<file path="config.mk">
export PLATFORM = sky130hd
export DESIGN_NAME = epis_ext_irq
export DESIGN_NICKNAME = d
export VERILOG_FILES = /design/src/hdl/epis_pkg.sv /design/src/hdl/epis_ext_irq.sv
export VERILOG_INCLUDE_DIRS = /design/src /design/src/hdl
export SDC_FILE = /design/constraint.sdc
export NUM_CORES = 1
export LEC_CHECK = 0
export ABC_AREA = 1
export BUFFER_PORTS_ARGS = -buffer_cell sky130_fd_sc_hd__clkbuf_2
export CAP_MARGIN = 20
export CORE_UTILIZATION = 43
export DETAILED_ROUTE_END_ITERATION = 8
export GPL_TIMING_DRIVEN = 0
export PLACE_DENSITY = 0.8
export SLEW_MARGIN = 20
export SYNTH_ARGS = -nofsm -noshare
export SYNTH_HDL_FRONTEND = slang
export SYNTH_SLANG_ARGS = --single-unit
</file>
<file path="constraint.sdc">
create_clock -name core_clk_in -period 1.3 [get_ports core_clk_in]
set_input_delay 0.195 -clock core_clk_in [delete_from_list [all_inputs] [get_ports core_clk_in]]
set_output_delay 0.195 -clock core_clk_in [all_outputs]
set_load 0.1 [all_outputs]
</file>
<file path="src/hdl/epis_cfg.svh">
// register offsets, field positions and reset values of the pin interrupt block
`ifndef EPIS_CFG_SVH
`define EPIS_CFG_SVH

// byte addresses on the register bus (word aligned)
`define EPIS_OFS_SENSE      4'h0
`define EPIS_OFS_MASK       4'h4
`define EPIS_OFS_FLAGS      4'h8
`define EPIS_OFS_IRQ_STAT   4'hC

// word index of each register (byte address bits 3:2)
`define EPIS_IDX_SENSE      2'h0
`define EPIS_IDX_MASK       2'h1
`define EPIS_IDX_FLAGS      2'h2
`define EPIS_IDX_IRQ_STAT   2'h3

// field positions
`define EPIS_SENSE_A_LSB    0
`define EPIS_SENSE_B_LSB    2
`define EPIS_LINE_A_BIT     0
`define EPIS_LINE_B_BIT     1
`define EPIS_IRQ_EN_LSB     8

// reset values
`define EPIS_SENSE_RST      4'h0
`define EPIS_MASK_RST       2'h0
`define EPIS_FLAGS_RST      2'h0
// pins idle high; synchroniser reset level avoids a false edge
`define EPIS_PIN_IDLE       '1

// answer to an unmapped read
`define EPIS_UNMAPPED_RD    32'h0000_0000

`endif

</file>
<file path="src/hdl/epis_pkg.sv">
// types shared by the pin interrupt block
package epis_pkg;

	// sense field encoding, one per line
	typedef enum logic [1:0]
	{
		EPIS_SENSE_LOW  = 2'h0,
		EPIS_SENSE_ANY  = 2'h1,
		EPIS_SENSE_FALL = 2'h2,
		EPIS_SENSE_RISE = 2'h3
	} epis_sense_e;

	// bus slave answer sequence, gray from idle to done; the step back to idle changes two bits
	typedef enum logic [1:0]
	{
		EPIS_BUS_IDLE = 2'h0,
		EPIS_BUS_ACK  = 2'h1,
		EPIS_BUS_DONE = 2'h3
	} epis_bus_e;

endpackage

</file>
<file path="src/hdl/epis_ext_irq.sv">
// sense, mask and flag logic for two external interrupt pins
//
// What this block does
// - unused register bits always read zero
// - line B vector request needs global enable and mask; wake needs mask only
// - line A vector request needs global enable and mask; wake needs mask only
// - line B sense: low, change, fall, rise
// - line A sense uses same encoding
// - edges detected on sampled pin value
// - pulses over one clock are caught
// - pin as output still raises request
// - mask bit1 line B, bit0 line A
// - each line has own vector request
// - edge sets flag bit1 B, bit0 A
// - set flag plus enables requests vector
// - vector acknowledge clears line flag
// - writing one clears a flag
// - low-level mode holds flag at zero
// - low-level wake asynchronous; low-level vector request and edges need clock
//
// Decided for this implementation: the Avalon-MM register port and the register addresses.
`timescale 1ns/1ps
`default_nettype none

`include "epis_cfg.svh"


module epis_ext_irq
	import epis_pkg::*;
#(
	parameter int NUM_LINES = 2
)
(
	// clock and reset
	input  wire logic                 core_clk_in,
	input  wire logic                 srst_in,
	// avalon-mm register slave
	input  wire logic [3:0]           avs_address_in,
	input  wire logic                 avs_read_in,
	input  wire logic                 avs_write_in,
	input  wire logic [31:0]          avs_writedata_in,
	input  wire logic [3:0]           avs_byteenable_in,
	output logic      [31:0]          avs_readdata_out,
	output logic                      avs_waitrequest_out,
	// external pins and core status
	input  wire logic [NUM_LINES-1:0] ext_irq_pin_in,
	input  wire logic                 global_irq_enable_in,
	// vector requests and acknowledges, bit 0 line A, bit 1 line B
	output logic      [NUM_LINES-1:0] vector_req_out,
	input  wire logic [NUM_LINES-1:0] vector_ack_in,
	// asynchronous low-level wake request
	output logic                      wake_req_out,
	// summary interrupt level
	output logic                      irq_out
);

	// register state and next values
	logic [2*NUM_LINES-1:0] sense_r;
	logic [2*NUM_LINES-1:0] sense_nxt;
	logic [NUM_LINES-1:0]   mask_r;
	logic [NUM_LINES-1:0]   mask_nxt;
	logic [NUM_LINES-1:0]   flags_r;
	logic [NUM_LINES-1:0]   flags_nxt;
	logic [NUM_LINES-1:0]   irq_stat_r;
	logic [NUM_LINES-1:0]   irq_stat_nxt;
	logic [NUM_LINES-1:0]   irq_en_r;
	logic [NUM_LINES-1:0]   irq_en_nxt;
	epis_bus_e              bus_r;
	epis_bus_e              bus_nxt;
	logic [31:0]            rdata_r;
	logic [31:0]            rdata_nxt;

	// pin synchroniser and edge history
	logic [NUM_LINES-1:0]   sync1_r;
	logic [NUM_LINES-1:0]   sync2_r;
	logic [NUM_LINES-1:0]   prev_r;

	// decoded bus terms
	logic                   bus_req;
	logic                   wr_take;
	logic                   rd_start;
	logic                   wr_lane0;
	logic [1:0]             widx;
	logic                   sel_sense;
	logic                   sel_mask;
	logic                   sel_flags;
	logic                   sel_stat;

	// per-line terms
	logic [NUM_LINES-1:0]   hit;
	logic [NUM_LINES-1:0]   low_mode;
	logic [NUM_LINES-1:0]   req_raw;
	logic [NUM_LINES-1:0]   flag_clr;
	logic [NUM_LINES-1:0]   stat_clr;
	logic [NUM_LINES-1:0]   wr_low_bits;
	logic [NUM_LINES-1:0]   wr_en_bits;
	logic [2*NUM_LINES-1:0] wr_sense_bits;

	// bus request and write strobe, low byte lane only;
	// a write lands only at the edge that ends the answer cycle
	assign bus_req  = avs_read_in | avs_write_in;
	assign wr_take  = avs_write_in && (bus_r == EPIS_BUS_ACK);
	assign rd_start = avs_read_in && (bus_r == EPIS_BUS_IDLE);
	assign wr_lane0 = wr_take && avs_byteenable_in[0];

	// word decode from byte address bits 3:2
	assign widx      = avs_address_in[3:2];
	assign sel_sense = (widx == `EPIS_IDX_SENSE);
	assign sel_mask  = (widx == `EPIS_IDX_MASK);
	assign sel_flags = (widx == `EPIS_IDX_FLAGS);
	assign sel_stat  = (widx == `EPIS_IDX_IRQ_STAT);

	// write data slices for each register
	assign wr_sense_bits = avs_writedata_in[`EPIS_SENSE_A_LSB +: 2*NUM_LINES];
	assign wr_low_bits   = avs_writedata_in[`EPIS_LINE_A_BIT +: NUM_LINES];
	assign wr_en_bits    = avs_writedata_in[`EPIS_IRQ_EN_LSB +: NUM_LINES];

	// two-flop pin synchroniser, then previous sample for edges;
	// reset loads the idle-high level, so no false edge and no
	// false low-level request follows the release of reset;
	// only the second flop is read by any logic
	always_ff @(posedge core_clk_in)
	begin
		if (srst_in)
		begin
			sync1_r <= `EPIS_PIN_IDLE;
			sync2_r <= `EPIS_PIN_IDLE;
			prev_r  <= `EPIS_PIN_IDLE;
		end
		else
		begin
			sync1_r <= ext_irq_pin_in;
			sync2_r <= sync1_r;
			prev_r  <= sync2_r;
		end
	end

	// per-line sense decode and edge detection;
	// a pulse must span one full clock to be seen by the sampler
	genvar gi;
	generate
		for (gi = 0; gi < NUM_LINES; gi++)
		begin : g_line
			epis_sense_e sel;
			logic        rise;
			logic        fall;
			// sense field and edge terms of this line
			assign sel  = epis_sense_e'(sense_r[2*gi +: 2]);
			assign rise = ~prev_r[gi] & sync2_r[gi];
			assign fall = prev_r[gi] & ~sync2_r[gi];
			assign low_mode[gi] = (sel == EPIS_SENSE_LOW);
			// edge terms only see the synchronised value
			always_comb
			begin
				case (sel)
					EPIS_SENSE_ANY:  hit[gi] = rise | fall;
					EPIS_SENSE_FALL: hit[gi] = fall;
					EPIS_SENSE_RISE: hit[gi] = rise;
					default:         hit[gi] = 1'b0;
				endcase
			end
			// level mode follows the pin, edge mode follows the flag
			assign req_raw[gi] = low_mode[gi] ? ~sync2_r[gi]
			                                  : flags_r[gi];
		end
	endgenerate

	// write-one-to-clear terms for flags and status;
	// a zero bit in the write leaves its flag alone
	assign flag_clr = (wr_lane0 && sel_flags) ? wr_low_bits : '0;
	assign stat_clr = (wr_lane0 && sel_stat) ? wr_low_bits : '0;

	// sense control next value
	always_comb
	begin
		sense_nxt = sense_r;
		if (wr_lane0 && sel_sense)
		begin
			sense_nxt = wr_sense_bits;
		end
	end

	// sense control register
	always_ff @(posedge core_clk_in)
	begin
		if (srst_in)
		begin
			sense_r <= `EPIS_SENSE_RST;
		end
		else
		begin
			sense_r <= sense_nxt;
		end
	end

	// mask next value, bit 1 line B, bit 0 line A
	always_comb
	begin
		mask_nxt = mask_r;
		if (wr_lane0 && sel_mask)
		begin
			mask_nxt = wr_low_bits;
		end
	end

	// mask register
	always_ff @(posedge core_clk_in)
	begin
		if (srst_in)
		begin
			mask_r <= `EPIS_MASK_RST;
		end
		else
		begin
			mask_r <= mask_nxt;
		end
	end

	// pending flags: clears first, then a new hit sets again,
	// so an edge in the clearing cycle is never lost;
	// level mode forces the flag to zero
	always_comb
	begin
		flags_nxt = flags_r & ~flag_clr & ~vector_ack_in;
		flags_nxt = (flags_nxt | hit) & ~low_mode;
	end

	// pending flag register
	always_ff @(posedge core_clk_in)
	begin
		if (srst_in)
		begin
			flags_r <= `EPIS_FLAGS_RST;
		end
		else
		begin
			flags_r <= flags_nxt;
		end
	end

	// vector requests gated by global enable and mask
	assign vector_req_out = req_raw & mask_r
	                        & {NUM_LINES{global_irq_enable_in}};

	// low-level wake path uses the raw pin, no clock needed;
	// a pin driven as output still counts, its level is read back
	assign wake_req_out = |(low_mode & mask_r & ~ext_irq_pin_in);

	// sticky summary status, set wins over a write-one clear;
	// it records raw requests whether masked or not
	always_comb
	begin
		irq_stat_nxt = (irq_stat_r & ~stat_clr) | req_raw;
	end

	// summary status register
	always_ff @(posedge core_clk_in)
	begin
		if (srst_in)
		begin
			irq_stat_r <= '0;
		end
		else
		begin
			irq_stat_r <= irq_stat_nxt;
		end
	end

	// summary enable next value, shares the status word
	always_comb
	begin
		irq_en_nxt = irq_en_r;
		if (wr_lane0 && sel_stat)
		begin
			irq_en_nxt = wr_en_bits;
		end
	end

	// summary enable register
	always_ff @(posedge core_clk_in)
	begin
		if (srst_in)
		begin
			irq_en_r <= '0;
		end
		else
		begin
			irq_en_r <= irq_en_nxt;
		end
	end

	// summary interrupt level
	assign irq_out = |(irq_stat_r & irq_en_r);

	// bus answer sequencer: one wait cycle, one answer cycle,
	// then one rest cycle; a request raised in the rest cycle
	// waits for the sequencer to come round to idle again
	always_comb
	begin
		case (bus_r)
			EPIS_BUS_IDLE: bus_nxt = bus_req ? EPIS_BUS_ACK : EPIS_BUS_IDLE;
			EPIS_BUS_ACK:  bus_nxt = EPIS_BUS_DONE;
			EPIS_BUS_DONE: bus_nxt = EPIS_BUS_IDLE;
			default:       bus_nxt = EPIS_BUS_IDLE;
		endcase
	end

	// bus sequencer state
	always_ff @(posedge core_clk_in)
	begin
		if (srst_in)
		begin
			bus_r <= EPIS_BUS_IDLE;
		end
		else
		begin
			bus_r <= bus_nxt;
		end
	end

	// while a request is held, waitrequest low only in the answer cycle
	assign avs_waitrequest_out = bus_req && (bus_r != EPIS_BUS_ACK);

	// read data mux, unused upper bits read as zero;
	// captured in the wait cycle, so it stands in the answer cycle
	always_comb
	begin
		rdata_nxt = rdata_r;
		if (rd_start)
		begin
			case (widx)
				`EPIS_IDX_SENSE:    rdata_nxt = 32'(sense_r);
				`EPIS_IDX_MASK:     rdata_nxt = 32'(mask_r);
				`EPIS_IDX_FLAGS:    rdata_nxt = 32'(flags_r);
				`EPIS_IDX_IRQ_STAT: rdata_nxt = {16'h0000,
				                                 8'(irq_en_r),
				                                 8'(irq_stat_r)};
				default:            rdata_nxt = `EPIS_UNMAPPED_RD;
			endcase
		end
	end

	// read data register, holds until the next read
	always_ff @(posedge core_clk_in)
	begin
		if (srst_in)
		begin
			rdata_r <= '0;
		end
		else
		begin
			rdata_r <= rdata_nxt;
		end
	end

	// registered read data drives the bus
	assign avs_readdata_out = rdata_r;

endmodule

`default_nettype wire

</file>
==> results.txt <==
status -> finished with violations
violated checks -> setup timing
Max stage delay on crit path -> 0.39 ns
worst-path cell chain -> nor2_4 > nand2_2 > o21ai_2 > nor2_4 > clkbuf_16
Antenna Nets Post-Route -> 0
Die H -> 59.1 um
core area -> 3080 um2
Final Wtd Congestion -> 0.856
Placed Area -> 1740 um2
Crit. End Element -> primary output
clk slew on worst S/H paths -> 0.15 ns
# IOs -> 86
pin count of the biggest net entering global routing -> 16
Mapped Cells -> 193
Pwr Density -> 1000 nW/um2
HP Class -> input pin to flop
Tightest Pin Transition -> 0.508 ns
Post-Layout Cell Count -> 304
Required @ worst endpoint -> 1.11 ns
Avg Inst Size Synth -> 7.27 um2
Hold WS -> 0.0529 ns
CTS sink cnt -> 26
Num CTS Buffers -> 3
CP delay by family, top -> flip-flops
Slowest-stage cell, CP -> dfxtp_4
routed len/inst -> 10.5 um
Peak VDD IR -> 0.801 mV
drt drc -> 0
Seq/Total Area, Yosys -> 37.1%
Arrival @ worst endpoint -> 1.27 ns
fmax -> 682 MHz
Design Area, Final -> 2030 um2
final worst slack -> -0.166 ns
final WL -> 3.19 mm
initial antenna violation count -> 0
max reg flops -> 6
Cell Rows -> 20
# diodes -> 0
commonest non-fill, non-tap cell in the layout -> nand2_1
unrepaired setup endpoints after global routing -> true
most frequent cells in the layout -> nand2_1 (37), buf_4 (36), conb_1 (26), nand3_1 (23)
synth warn -> 0
Setup CP Type -> flop to primary output
GRT overflow -> 0
final hold vios -> 0
Max clock buf depth -> 2
Worst Path Buf+Inv -> 1
Yosys cell types -> 21
final core occ -> 66.0%
#FFs+latches synth -> 26
htree depth -> 1
Worst-Skew Late Latency -> 0.34 ns
maxcap violations -> 0
TNS Setup -> -0.525 ns
initial cell density of the core -> 45.6%
root buf cell -> clkbuf_4
DRT Pass-1 Iters -> 4
final cycle utilization of the critical path -> 113%
Slew headroom -> 66.2%
# hold bufs at CTS -> 0
Final min period -> 1.47 ns
PortBufs -> 28
Fill cells -> 262
Critical Path Fanout Max -> 3
startpoint types -> flop
hpwl dp -> 2.24 mm
Via density -> 4.47
most used cell, CP -> nor2_4
Leak -> 0.962 nW
CTS tree -> built
Die W -> 59.1 um
nets@finish -> 314
Die Area -> 3490 um2
Area growth, synth to finish -> 44.9%
fin. max-slew vios -> 0
first-pass GRT wire length -> 4.91 mm
Setup Skew -> 0.00665 ns
vias in the first global route -> 1198
DRT iter0 DRCs -> 39
GRT Total Usage -> 18.8%
layout cells sized above 1 -> 38.5%
vias post-DR -> 1358
final setup fails -> 4
mapped cell area -> 1400 um2
number of cells in the design after placement -> 290
## area by class of cell
class	instances	area, um2	area share, %
repair buffers	38	330	16.3
clock inverters	1	30.0	1.48
well taps	44	55.1	2.71
inverters	18	67.6	3.33
flip-flops and latches	26	536	26.4
clock buffers	3	22.5	1.11
plain buffers	29	214	10.5
multi-input cells	145	777	38.2
## tightest hold or removal path, cell delays in order
cell	delay (ns)
clkbuf_2	0.08
inv_1	0.05
nand2_1	0.05
## logic make-up after synthesis
group	Yosys count	share of synthesized area [%]
adders and majority gates	4	3.57
AOI/OAI and AO/OA	29	11.2
DFF	26	37.1
buffers and inverters	47	20.1
and+or+nand+nor	86	27.8
other	1	0.267
## synthesized netlist by cell type
library cell,n,share of area (%)
nand2_1,40,11
nor2_8,1,1.4
inv_1,15,4.0
dfxtp_1,26,37
buf_4,26,14
conb_1,1,0.27
a211oi_1,1,0.54
buf_6,1,0.80
clkinv_1,1,0.27
ha_1,4,3.6
a22o_1,1,0.62
or2_2,3,1.3
o21ai_0,6,2.1
inv_2,2,0.54
nand3_1,24,8.6
nand3_2,1,0.71
o21bai_1,2,1.1
nand2_2,3,1.3
clkbuf_1,2,0.54
a21oi_1,19,6.8
nor2_1,14,3.7
## power by group
part	switching (mW)	leakage, nW	internal [mW]
logic	0.496	0.718	0.144
clock network	0.255	0.0279	0.312
registers	0.0152	0.216	0.816
## metrics by stage
stage	setup WS (ns)	total power [mW]
after global routing	-0.234	2.11
after global placement	-0.156	1.45
after floorplan	0.00128	1.38
final	-0.166	2.04
after detailed placement	-0.151	1.45
after CTS	-0.167	2.04
## layer usage
| layer | vias to the layer above | share of wire (%) | GRT usage [%] |
|---|---|---|---|
| li1 | 702 | - | - |
| met1 | 595 | 44 | 22.1 |
| met2 | 52 | 48 | 32.1 |
| met3 | 9 | 5.4 | 5.02 |
| met4 | 0 | 2.4 | 8.16 |
| met5 | - | 0 | 0 |
## timing repair
| action | 4_1_cts | 5_1_grt |
|---|---|---|
| resized for setup | 38 | 2 |
| buffers inserted | 9 | 1 |
| pin swaps | 4 | 1 |
| endpoints found under the setup margin | 11 | 5 |
## final timing paths
path                            depth (start not counted)         startpoint                 to  slack [ns]
worst min register to register                          1         sync1_r[1]         sync2_r[1]        0.43
worst max-delay path                                    5         sense_r[2]  vector_req_out[1]       -0.17
worst min-delay path                                    3  ext_irq_pin_in[1]         sync1_r[1]        0.05
worst max register to register                          5         sync2_r[0]         flags_r[0]        0.12
(Power assumes the default switching activity.)
